--- src/core/tsp_params.svh ---
`ifndef TSP_PARAMS_SVH
`define TSP_PARAMS_SVH

// Register indices; byte address is four times the index
`define TSP_IDX_FREQ 8'h4C
`define TSP_IDX_P0_HI 8'h4D
`define TSP_IDX_P0_LO 8'h4E
`define TSP_IDX_P1_HI 8'h4F
`define TSP_IDX_P1_LO 8'h50
`define TSP_IDX_P2 8'h51
`define TSP_IDX_P3 8'h52
`define TSP_IDX_LEN10 8'h53
`define TSP_IDX_LEN32 8'h54
`define TSP_IDX_BURST 8'h55
`define TSP_IDX_MOD10 8'h56
`define TSP_IDX_STATUS 8'h58

// Frequency fields
`define TSP_HI_SC_BIT 7
`define TSP_HI_BR_MSB 6
`define TSP_HI_BR_LSB 4
`define TSP_LO_SC_BIT 3
`define TSP_LO_BR_MSB 2
`define TSP_LO_BR_LSB 0
`define TSP_BR_FIRST 3'h2

// Length fields
`define TSP_LEN1_MSB 7
`define TSP_LEN1_LSB 4
`define TSP_LEN0_MSB 3
`define TSP_LEN0_LSB 0
`define TSP_LEN3_MSB 6
`define TSP_LEN3_LSB 4
`define TSP_LEN2_MSB 2
`define TSP_LEN2_LSB 0
`define TSP_LEN32_MASK 8'h77

// Burst control fields
`define TSP_B1_LEVEL 6
`define TSP_B1_ALONE 5
`define TSP_B1_EN 4
`define TSP_B0_LEVEL 2
`define TSP_B0_ALONE 1
`define TSP_B0_EN 0
`define TSP_BURST_MASK 8'h77

// Low pair modulation: only the inversion bit is kept
`define TSP_INV_BIT 3
`define TSP_MOD10_MASK 8'h08

`define TSP_RESET_BYTE 8'h00

`endif

--- src/core/tsp_pkg.sv ---
`default_nettype none

package tsp_pkg;
    typedef enum logic [1:0] {st_idle, st_burst, st_pat} tsp_state_e;

    typedef struct packed {
        logic [7:0] freq;
        logic [7:0] p0_hi;
        logic [7:0] p0_lo;
        logic [7:0] p1_hi;
        logic [7:0] p1_lo;
        logic [7:0] p2;
        logic [7:0] p3;
        logic [7:0] len10;
        logic [7:0] len32;
        logic [7:0] burst;
        logic [7:0] mod10;
        tsp_state_e state;
        logic [1:0] slot;
        logic [7:0] cnt;
        logic [31:0] prdata;
        logic pready;
        logic pslverr;
        logic tx_bit;
        logic tx_valid;
        logic busy;
        logic [2:0] bitrate;
        logic subcarrier;
        logic bitrate_rsv;
    } tsp_regs_s;
endpackage : tsp_pkg

`default_nettype wire

--- src/core/tsp_gen.sv ---
`include "tsp_params.svh"
`default_nettype none

module tsp_gen (
    // Clock and reset
    input wire logic pclk,
    input wire logic presetn,
    // APB slave
    input wire logic psel,
    input wire logic penable,
    input wire logic pwrite,
    input wire logic [11:0] paddr,
    input wire logic [31:0] pwdata,
    input wire logic [3:0] pstrb,
    output logic [31:0] prdata,
    output logic pready,
    output logic pslverr,
    // Encoder request
    input wire logic sym_start,
    input wire logic [1:0] sym_sel,
    input wire logic [7:0] low_pair_burst_length,
    // Encoder output
    output logic tx_bit,
    output logic tx_valid,
    output logic tx_busy,
    output logic [2:0] active_bitrate_sel,
    output logic active_subcarrier_sel,
    output logic active_bitrate_reserved
);

    tsp_pkg::tsp_regs_s q;
    tsp_pkg::tsp_regs_s d;

    ////////////////////////////////////////////////////////////////////////
    // Decoding helpers

    // Word index, or all ones for an unmapped or misaligned address
    function automatic logic [7:0] reg_index(input logic [11:0] a);
        logic [7:0] idx;
        idx = a[9:2];
        if (a[1:0] != 2'h0 || a[11:10] != 2'h0) begin
            reg_index = 8'hFF;
        end else if ((idx >= `TSP_IDX_FREQ && idx <= `TSP_IDX_MOD10)
                     || idx == `TSP_IDX_STATUS) begin
            reg_index = idx;
        end else begin
            reg_index = 8'hFF;
        end
    endfunction : reg_index

    function automatic logic [15:0] slot_pattern(input logic [1:0] s);
        case (s)
            2'h0: slot_pattern = {q.p0_hi, q.p0_lo};
            2'h1: slot_pattern = {q.p1_hi, q.p1_lo};
            2'h2: slot_pattern = {8'h00, q.p2};
            default: slot_pattern = {8'h00, q.p3};
        endcase
    endfunction : slot_pattern

    // Field value: the count of valid bits less one
    function automatic logic [3:0] slot_length(input logic [1:0] s);
        case (s)
            2'h0: slot_length = q.len10[`TSP_LEN0_MSB:`TSP_LEN0_LSB];
            2'h1: slot_length = q.len10[`TSP_LEN1_MSB:`TSP_LEN1_LSB];
            2'h2: slot_length = {1'b0, q.len32[`TSP_LEN2_MSB:`TSP_LEN2_LSB]};
            default: slot_length = {1'b0, q.len32[`TSP_LEN3_MSB:`TSP_LEN3_LSB]};
        endcase
    endfunction : slot_length

    function automatic logic burst_en(input logic [1:0] s);
        burst_en = (s == 2'h0) ? q.burst[`TSP_B0_EN]
                 : (s == 2'h1) ? q.burst[`TSP_B1_EN] : 1'b0;
    endfunction : burst_en

    function automatic logic burst_alone(input logic [1:0] s);
        burst_alone = (s == 2'h0) ? q.burst[`TSP_B0_ALONE]
                    : (s == 2'h1) ? q.burst[`TSP_B1_ALONE] : 1'b0;
    endfunction : burst_alone

    function automatic logic burst_level(input logic [1:0] s);
        burst_level = (s == 2'h0) ? q.burst[`TSP_B0_LEVEL]
                                  : q.burst[`TSP_B1_LEVEL];
    endfunction : burst_level

    // High pair inversion lives outside this block
    function automatic logic slot_invert(input logic [1:0] s);
        slot_invert = ~s[1] & q.mod10[`TSP_INV_BIT];
    endfunction : slot_invert

    ////////////////////////////////////////////////////////////////////////
    // Next state

    logic [7:0] sel;
    logic access;
    logic wr_en;
    logic [7:0] wbyte;
    logic [7:0] rbyte;
    logic [15:0] pat_word;

    always_comb begin
        d = q;
        sel = reg_index(paddr);
        // One wait state: data is ready one cycle into the access phase
        access = psel & penable & ~q.pready;
        wr_en = psel & penable & q.pready & pwrite & pstrb[0]
              & (sel != 8'hFF);
        wbyte = pwdata[7:0];
        rbyte = 8'h00;
        case (sel)
            `TSP_IDX_FREQ: rbyte = q.freq;
            `TSP_IDX_P0_HI: rbyte = q.p0_hi;
            `TSP_IDX_P0_LO: rbyte = q.p0_lo;
            `TSP_IDX_P1_HI: rbyte = q.p1_hi;
            `TSP_IDX_P1_LO: rbyte = q.p1_lo;
            `TSP_IDX_P2: rbyte = q.p2;
            `TSP_IDX_P3: rbyte = q.p3;
            `TSP_IDX_LEN10: rbyte = q.len10;
            `TSP_IDX_LEN32: rbyte = q.len32;
            `TSP_IDX_BURST: rbyte = q.burst;
            `TSP_IDX_MOD10: rbyte = q.mod10;
            `TSP_IDX_STATUS: rbyte = {3'h0, q.slot, q.state, q.busy};
            default: rbyte = 8'h00;
        endcase
        d.pready = access;
        d.pslverr = access & (sel == 8'hFF);
        d.prdata = (access & ~pwrite) ? {24'h000000, rbyte} : 32'h00000000;

        if (wr_en) begin
            case (sel)
                `TSP_IDX_FREQ: d.freq = wbyte;
                `TSP_IDX_P0_HI: d.p0_hi = wbyte;
                `TSP_IDX_P0_LO: d.p0_lo = wbyte;
                `TSP_IDX_P1_HI: d.p1_hi = wbyte;
                `TSP_IDX_P1_LO: d.p1_lo = wbyte;
                `TSP_IDX_P2: d.p2 = wbyte;
                `TSP_IDX_P3: d.p3 = wbyte;
                `TSP_IDX_LEN10: d.len10 = wbyte;
                `TSP_IDX_LEN32: d.len32 = wbyte & `TSP_LEN32_MASK;
                `TSP_IDX_BURST: d.burst = wbyte & `TSP_BURST_MASK;
                `TSP_IDX_MOD10: d.mod10 = wbyte & `TSP_MOD10_MASK;
                default: d.freq = q.freq;
            endcase
        end

        // Symbol sequencer, one bit per clock
        d.tx_valid = 1'b0;
        d.tx_bit = 1'b0;
        pat_word = slot_pattern(q.slot);
        case (q.state)
            tsp_pkg::st_idle: begin
                if (sym_start) begin
                    d.slot = sym_sel;
                    if ((burst_en(sym_sel) | burst_alone(sym_sel))
                        && low_pair_burst_length != 8'h00) begin
                        d.state = tsp_pkg::st_burst;
                        d.cnt = low_pair_burst_length - 8'h01;
                    end else if (!burst_alone(sym_sel)) begin
                        d.state = tsp_pkg::st_pat;
                        d.cnt = {4'h0, slot_length(sym_sel)};
                    end
                end
            end
            tsp_pkg::st_burst: begin
                d.tx_valid = 1'b1;
                d.tx_bit = burst_level(q.slot) ^ slot_invert(q.slot);
                if (q.cnt != 8'h00) begin
                    d.cnt = q.cnt - 8'h01;
                end else if (burst_alone(q.slot)) begin
                    d.state = tsp_pkg::st_idle;
                end else begin
                    d.state = tsp_pkg::st_pat;
                    d.cnt = {4'h0, slot_length(q.slot)};
                end
            end
            tsp_pkg::st_pat: begin
                d.tx_valid = 1'b1;
                d.tx_bit = pat_word[q.cnt[3:0]] ^ slot_invert(q.slot);
                if (q.cnt != 8'h00) begin
                    d.cnt = q.cnt - 8'h01;
                end else begin
                    d.state = tsp_pkg::st_idle;
                end
            end
            default: d.state = tsp_pkg::st_idle;
        endcase
        d.busy = (d.state != tsp_pkg::st_idle);

        // Pair rate settings follow the selected slot
        if (d.slot[1]) begin
            d.bitrate = q.freq[`TSP_HI_BR_MSB:`TSP_HI_BR_LSB];
            d.subcarrier = q.freq[`TSP_HI_SC_BIT];
        end else begin
            d.bitrate = q.freq[`TSP_LO_BR_MSB:`TSP_LO_BR_LSB];
            d.subcarrier = q.freq[`TSP_LO_SC_BIT];
        end
        d.bitrate_rsv = (d.bitrate < `TSP_BR_FIRST);
    end

    ////////////////////////////////////////////////////////////////////////
    // State register

    always_ff @(posedge pclk or negedge presetn) begin
        if (!presetn) begin
            q <= '0;
            q.freq <= `TSP_RESET_BYTE;
            q.state <= tsp_pkg::st_idle;
        end else begin
            q <= d;
        end
    end

    assign prdata = q.prdata;
    assign pready = q.pready;
    assign pslverr = q.pslverr;
    assign tx_bit = q.tx_bit;
    assign tx_valid = q.tx_valid;
    assign tx_busy = q.busy;
    assign active_bitrate_sel = q.bitrate;
    assign active_subcarrier_sel = q.subcarrier;
    assign active_bitrate_reserved = q.bitrate_rsv;

    ////////////////////////////////////////////////////////////////////////
    // Assertions

    a_len_reserved: assert property (
        @(posedge pclk) disable iff (!presetn)
        (q.len32[7] == 1'b0) && (q.len32[3] == 1'b0))
        else $error("reserved length bit set");

    a_burst_reserved: assert property (
        @(posedge pclk) disable iff (!presetn)
        (q.burst[7] == 1'b0) && (q.burst[3] == 1'b0))
        else $error("reserved burst bit set");

    // Slot zero pattern as one word; a concatenation cannot be indexed
    logic [15:0] p0_word;
    assign p0_word = {q.p0_hi, q.p0_lo};

    a_slot0_first_bit: assert property (
        @(posedge pclk) disable iff (!presetn)
        (q.state == tsp_pkg::st_idle && sym_start && sym_sel == 2'h0
         && q.burst[`TSP_B0_EN] == 1'b0 && q.burst[`TSP_B0_ALONE] == 1'b0
         && !wr_en)
        |=> ##1 tx_valid && tx_bit == $past(p0_word[q.len10[`TSP_LEN0_MSB:`TSP_LEN0_LSB]]
            ^ q.mod10[`TSP_INV_BIT], 2))
        else $error("slot zero first bit wrong");

    a_pattern_end: assert property (
        @(posedge pclk) disable iff (!presetn)
        (q.state == tsp_pkg::st_pat && q.cnt == 8'h00)
        |=> tx_valid ##1 !tx_valid)
        else $error("pattern did not end after last bit");

    a_burst_level: assert property (
        @(posedge pclk) disable iff (!presetn)
        (q.state == tsp_pkg::st_burst && !wr_en)
        |=> tx_valid && tx_bit == $past((q.slot[0] ? q.burst[`TSP_B1_LEVEL]
            : q.burst[`TSP_B0_LEVEL]) ^ q.mod10[`TSP_INV_BIT]))
        else $error("burst level wrong");

    a_burst_alone_end: assert property (
        @(posedge pclk) disable iff (!presetn)
        (q.state == tsp_pkg::st_burst && q.cnt == 8'h00
         && (q.slot[0] ? q.burst[`TSP_B1_ALONE] : q.burst[`TSP_B0_ALONE]) && !wr_en)
        |=> q.state == tsp_pkg::st_idle ##1 !tx_valid)
        else $error("pattern sent after burst alone");

    a_burst_start: assert property (
        @(posedge pclk) disable iff (!presetn)
        (q.state == tsp_pkg::st_idle && sym_start && !sym_sel[1]
         && (sym_sel[0] ? q.burst[`TSP_B1_EN] : q.burst[`TSP_B0_EN])
         && low_pair_burst_length != 8'h00)
        |=> q.state == tsp_pkg::st_burst
            && q.cnt == $past(low_pair_burst_length - 8'h01))
        else $error("burst not started");

    a_rate_reserved: assert property (
        @(posedge pclk) disable iff (!presetn)
        $past(presetn) |-> active_bitrate_reserved
            == (active_bitrate_sel == 3'h0 || active_bitrate_sel == 3'h1))
        else $error("reserved bit rate flag wrong");

    // Rate outputs lag the pair register by one clock
    a_rate_follow: assert property (
        @(posedge pclk) disable iff (!presetn)
        $past(presetn) |-> active_bitrate_sel == (q.slot[1]
            ? $past(q.freq[`TSP_HI_BR_MSB:`TSP_HI_BR_LSB])
            : $past(q.freq[`TSP_LO_BR_MSB:`TSP_LO_BR_LSB])))
        else $error("bit rate select wrong");

    a_subcarrier_follow: assert property (
        @(posedge pclk) disable iff (!presetn)
        $past(presetn) |-> active_subcarrier_sel == (q.slot[1]
            ? $past(q.freq[`TSP_HI_SC_BIT]) : $past(q.freq[`TSP_LO_SC_BIT])))
        else $error("subcarrier select wrong");

    a_high_pair_bit: assert property (
        @(posedge pclk) disable iff (!presetn)
        (q.state == tsp_pkg::st_pat && q.slot[1])
        |=> tx_valid && tx_bit == $past(q.slot[0] ? q.p3[q.cnt[2:0]] : q.p2[q.cnt[2:0]]))
        else $error("high pair bit wrong");

    a_slot1_length: assert property (
        @(posedge pclk) disable iff (!presetn)
        (q.state == tsp_pkg::st_idle && sym_start && sym_sel == 2'h1
         && q.burst[`TSP_B1_EN] == 1'b0 && q.burst[`TSP_B1_ALONE] == 1'b0)
        |=> q.state == tsp_pkg::st_pat
            && q.cnt == {4'h0, $past(q.len10[`TSP_LEN1_MSB:`TSP_LEN1_LSB])})
        else $error("slot one length wrong");

    // High pair never bursts, so it goes straight to its pattern
    a_high_pair_length: assert property (
        @(posedge pclk) disable iff (!presetn)
        (q.state == tsp_pkg::st_idle && sym_start && sym_sel[1])
        |=> q.state == tsp_pkg::st_pat
            && q.cnt == {5'h00, $past(sym_sel[0] ? q.len32[`TSP_LEN3_MSB:`TSP_LEN3_LSB]
                : q.len32[`TSP_LEN2_MSB:`TSP_LEN2_LSB])})
        else $error("high pair length wrong");

    a_alone_empty: assert property (
        @(posedge pclk) disable iff (!presetn)
        (q.state == tsp_pkg::st_idle && sym_start && sym_sel == 2'h0
         && q.burst[`TSP_B0_ALONE] && low_pair_burst_length == 8'h00)
        |=> q.state == tsp_pkg::st_idle ##1 !tx_valid)
        else $error("burst alone with no length sent bits");

    a_apb_wait: assert property (
        @(posedge pclk) disable iff (!presetn)
        (psel && penable && !pready) |=> pready ##1 !pready)
        else $error("apb ready not one cycle");

endmodule : tsp_gen

`default_nettype wire

--- config.mk ---
export PLATFORM = sky130hd
export DESIGN_NAME = tsp_gen
export DESIGN_NICKNAME = d
export VERILOG_FILES = /design/src/core/tsp_pkg.sv /design/src/core/tsp_gen.sv
export VERILOG_INCLUDE_DIRS = /design/src /design/src/core
export SDC_FILE = /design/constraint.sdc
export NUM_CORES = 1
export LEC_CHECK = 0
export ABC_AREA = 1
export BUFFER_PORTS_ARGS = -buffer_cell sky130_fd_sc_hd__buf_4
export CORE_MARGIN = 2
export CORE_UTILIZATION = 52
export DETAILED_ROUTE_END_ITERATION = 8
export PLACE_DENSITY = 0.78
export SYNTH_ARGS = -nofsm -noshare
export SYNTH_HDL_FRONTEND = slang
export SYNTH_SLANG_ARGS = --single-unit
--- constraint.sdc ---
create_clock -name pclk -period 3.2 [get_ports pclk]
set_input_delay 0.96 -clock pclk [delete_from_list [all_inputs] [get_ports pclk]]
set_output_delay 0.96 -clock pclk [all_outputs]
set_load 0.1 [all_outputs]
Word-level counts from Yosys, hierarchy flattened
Cells that the tools add are included.
Storage, ports and cells
  register bits after elaboration: 107
  input port bits: 64
  logic and storage cells: 128
Cells by class
  add/sub/neg operators: 2
  $lt $le $gt $ge: 4
  eq/ne operators: 25
  muxes and demuxes: 32
  bitwise logic cells: 15
  reduce and logical (&&, ||, !) cells: 26
Operator list (count)
  $eq A8 B7 Y1 const B: 13
  $pmux W8 S12: 1
  $mux W8: 8
  $pmux W16 S3: 1
  $pmux W4 S3: 2
  $pmux W8 S3: 1
  $reduce_and A2 Y1: 12
  $reduce_bool A8 Y1: 2
  $sub A8 B1 Y8 const B: 2
  $mux W12: 1
  $mux W2: 6
  $and A1 B1 Y1: 9
  $eq A8 B8 Y1 const B: 1
  $ge A8 B7 Y1 const B: 1
  $le A8 B7 Y1 const B: 1
  $mux W1: 8
  $ne A8 B8 Y1 const B: 1
  $eq A2 B1 Y1 const B: 3
  $eq A2 B2 Y1 const B: 3
  $logic_not A2 Y1: 3
  $ne A3 B3 Y1 const B: 2
  $pmux W2 S3: 1
  $reduce_bool A2 Y1: 3
  $lt A4 B5 Y1 const B: 1
  other kinds (12): 18

Longest topological paths before layout
  word-level depth: 10
  gate-level depth with buffers: 15
  mapped depth without buffers: 15

Worst setup path after synthesis
No wires, ideal clock.
  path type: input to register
  start: input paddr[9]
  end: register q[136] (netlist bit)
  library setup time: 0.131 ns
  data arrival time: 2.248 ns
  data required time: 3.069 ns
  path slack: 0.821 ns
  stages on the path: 12
  path buffers: 2
  cells stage by stage: inv_1 nand2_1 nor2_1 nand3_1 nor2_4 nand2_1 nor3_2 buf_4 nand2_1 buf_2 nand2_1 o21ai_0
On the way
  cells in the longest elaborated chain, start to end: 8
  elaborated cells on any way between the ends: 11
  those cells by class: 2 x order compare; 3 x eq/ne; 2 x mux; 1 x bitwise; 3 x reduce/logical
Ends and longest elaborated chain
  start, declared: RTL line tsp_gen.sv:12  | input wire logic [11:0] paddr,
  $ge A8 B7 Y1 (no source line) / $le A8 B7 Y1 (equally long branches)
  $logic_and A1 B1 Y1 (no source line)
  $logic_or A1 B1 Y1 (no source line)
  $mux W8 *: RTL line tsp_gen.sv:43  | end else if ((idx >= `TSP_IDX_FREQ && idx <= `TSP_IDX_MOD10)
  $mux W8 *: RTL line tsp_gen.sv:41  | if (a[1:0] != 2'h0 || a[11:10] != 2'h0) begin
  $ne A8 B8 Y1: RTL line tsp_gen.sv:106  | & (sel != 8'hFF);
  $and A1 B1 Y1: RTL line tsp_gen.sv:106
  $reduce_and A2 Y1 (no source line) *
  end, declared: RTL line tsp_gen.sv:31  | tsp_pkg::tsp_regs_s q;
Mark *: on every way between the ends. The rest lies on a longest branch, timed or not.
A chain may end at the register's enable or synchronous reset.

Worst setup path in the final report
  start: input paddr[9]
  end: register q[64] (netlist bit)
Same word-level chain as after synthesis.

==> impl_metrics.py <==
metrics = {
    "run_status": {
        "outcome": "complete, no violations",
    },
    "synth": {
        "yosys_warnings": 0,
        "synth_cell_types": 35,
        "synthArstFlopShare": 1.00,
        "synthTopCellsByCount": "247 x nand2_1, 115 x nand3_1, 107 x dfrtp_1",
        "netlist_top_cells_area": "dfrtp_1 42%, nand2_1 14%, nand3_1 9.0%",
        "synth_ff_type": "dfrtp_1",
        "synth_area_per_cell_sq_um": 7.22,
        "synth_top_cell_by_area": "dfrtp_1",
        "syn_area_sq_um": 6410,
        "ys_seq_area_frac": 0.417,
        "synth_edf_count": 0,
        "netlist_instances": 889,
        "yosysTopAreaCellShare": 0.417,
        "synth.ff_latch_count": 107,
        "post-synth-top-count-cell": "nand2_1",
    },
    "timing": {
        "finalCriticalPeriod_ns": 2.59,
        "finalMaxSlewViolations": 0,
        "fmax_ghz": 0.385,
        "hold_ws_ns": 0.511,
        "period_share": 0.811,
        "worst_slew_pin_slew_ns": 0.736,
        "tns_ns": 0,
        "maxSlewHeadroom": 0.506,
        "fin_worst_skew_ns": 0.00434,
        "rsz0062_at_grt": "false",
        "hold_violations": 0,
        "setup_viol": 0,
    },
    "cts": {
        "htreeDepth": 3,
        "insertion_delay_ns": 0.36,
        "root_buffer": "clkbuf_16",
        "cts_hold_buffers": 0,
        "clk_pin_slew_ns": 0.07,
        "cts_resized": 0,
        "cts_buffer_depth": 2,
        "cts_buffers": 9,
        "clkSinkCount": 107,
        "cts_tree": "done",
        "postCtsSetupRepairBufs": 0,
    },
    "layout": {
        "multi_input_area_sq_um": 3110,
        "syn_to_final_growth_pct": 10.6,
        "fin_cells": 1075,
        "seq_area_sq_um": 2680,
        "drive_gt1_frac": 0.124,
        "fill_cells": 1138,
        "diodes": 0,
        "nets": 996,
        "final_core_util": 0.591,
    },
    "worst_setup_path": {
        "r2r-start": "q[42]",
        "worstPathArrival_ns": 2.82,
        "cp_max_fo": 12,
        "crit_start": "paddr[9]",
        "rrSetupSlack_ns": 0.64,
        "criticalPathCategory": "input pin to flip-flop",
        "start_kind": "input pin",
        "crit_required_ns": 3.43,
        "reg2regPathDepth": 9,
        "crit_path_end_kind": "flip-flop",
        "reg2reg_to": "q[42]",
    },
    "route": {
        "vias": 5994,
        "viasPerCell": 5.58,
        "antenna_left": 0,
        "drtIter0Drc": 620,
        "first_pass_iters": 6,
        "drc": 0,
        "totalWireLength_mm": 18.4,
        "wl_per_cell_microns": 17.1,
    },
    "global_route": {
        "use_met3": 0.0432,
        "use_met2": 0.425,
        "globalRoute.totalOverflow": 0,
        "grtUsageMet1": 0.432,
        "grt.busiest_layer": "met1",
        "grt_pass1_wl_mm": 29.3,
        "grt_pass1_vias": 5446,
        "grt_max_degree": 65,
        "antenna_found_initial": 0,
        "grtUsageTotal": 0.293,
    },
    "floorplanning": {
        "die_h_microns": 115,
        "ios": 106,
        "start_util": 0.534,
        "die_area_sq_um": 13200,
        "die_x_microns": 115,
        "fp-row-count": 40,
        "core_area_sq_um": 12000,
    },
    "placement": {
        "dp_hpwl_mm": 13.3,
        "dp_cells": 1059,
        "globalplace.congestion": 0.950,
        "port_buffers": 54,
    },
    "flow_run": {
        "drv_cap": 0,
    },
    "power_and_ir_drop": {
        "peakVddDrop_uv": 216,
        "leakagePower_nw": 3.48,
        "power_density_nw_per_um2": 391,
        "power_mw": 2.77,
    },
    "min_path": {
        "min-delay-start": "q[66]",
        "min_path_cells": 2,
        "hold_end": "q[66]",
        "hold_path.class": "flip-flop to flip-flop",
    },
}
[flip-flops by register name, indices dropped and copies added (netlist names), 3 cells and up]
name	flops
active_bitrate_sel	3
p0_word	16
prdata	8
q	73
[power breakdown]
group          leakage, nW  internal, mW  switching (mW)
sequential            1.44          1.35         0.00118
combinational         1.90        0.0474           0.228
clock                0.142         0.613           0.533
total                 3.48          2.01           0.762
[cell type report]
cell class              instances  area share
multi-input cells             658       0.439
flip-flops and latches        107       0.377
repair buffers                 68      0.0737
inverters                      79      0.0418
clock buffers                   9      0.0317
well taps                     147      0.0259
clock inverters                 7      0.0108
[worst max-delay path: stages]
cell and delay [ns]:
buf_4 0.10, inv_1 0.05, nand2_1 0.05, nor2_1 0.08, nand3_1 0.13, nor2_4 0.13
nand3_1 0.08, nor2_1 0.41, buf_4 0.23, nand3_1 0.33, nand2_1 0.17, o21ai_1 0.08
[worst max path at each step]
stage	to	slack (ns)	cells past startpoint
finish	q[64]	0.61	12
global route	q[64]	0.37	12
CTS	q[64]	0.67	12
detailed placement	q[66]	0.32	12
global placement	q[74]	0.36	11
floorplan	q[136]	0.82	12
[kinds of logic after synthesis]
| group | after synthesis | synth area share |
|---|---|---|
| AND/OR/NAND/NOR | 462 | 0.309 |
| flip-flops | 107 | 0.417 |
| other | 1 | 0.000585 |
| XOR/XNOR | 11 | 0.0150 |
| multiplexers | 4 | 0.00702 |
| adder cells (fa/ha/maj) | 9 | 0.0176 |
| buffers and inverters | 147 | 0.111 |
| AO/OA/AOI/OAI | 148 | 0.122 |
[per-layer routing]
layer | routed length (microns) | part of all wire
met3 | 1540 | 0.084
met1 | 8350 | 0.45
met4 | 631 | 0.034
met2 | 7840 | 0.43
met5 | 0 | 0
[cell usage in the layout, fill, tap and decap left out, types with 5 or more instances in the layout]
cell type,netlist,routed
nand2_1,247,247
nand3_1,115,115
dfrtp_1,107,107
o21ai_0,81,81
inv_1,74,74
nor2_1,68,67
buf_4,37,67
o21ai_1,38,38
conb_1,1,24
a21oi_1,13,13
ha_1,9,9
clkbuf_16,0,9
xor2_1,8,8
nor3_1,7,7
nor2_2,6,7
inv_2,5,5
nand4_1,5,5
[through the flow]
step / area (sq um) / worst slack [ns]
6_report: 7090 / 0.606
5_1_grt: 7090 / 0.368
4_1_cts: 7090 / 0.672
3_5_place_dp: 6790 / 0.316
3_3_place_gp: 6790 / 0.362
2_1_floorplan: 6500 / 0.821
Power figures use the tool's default switching activity.
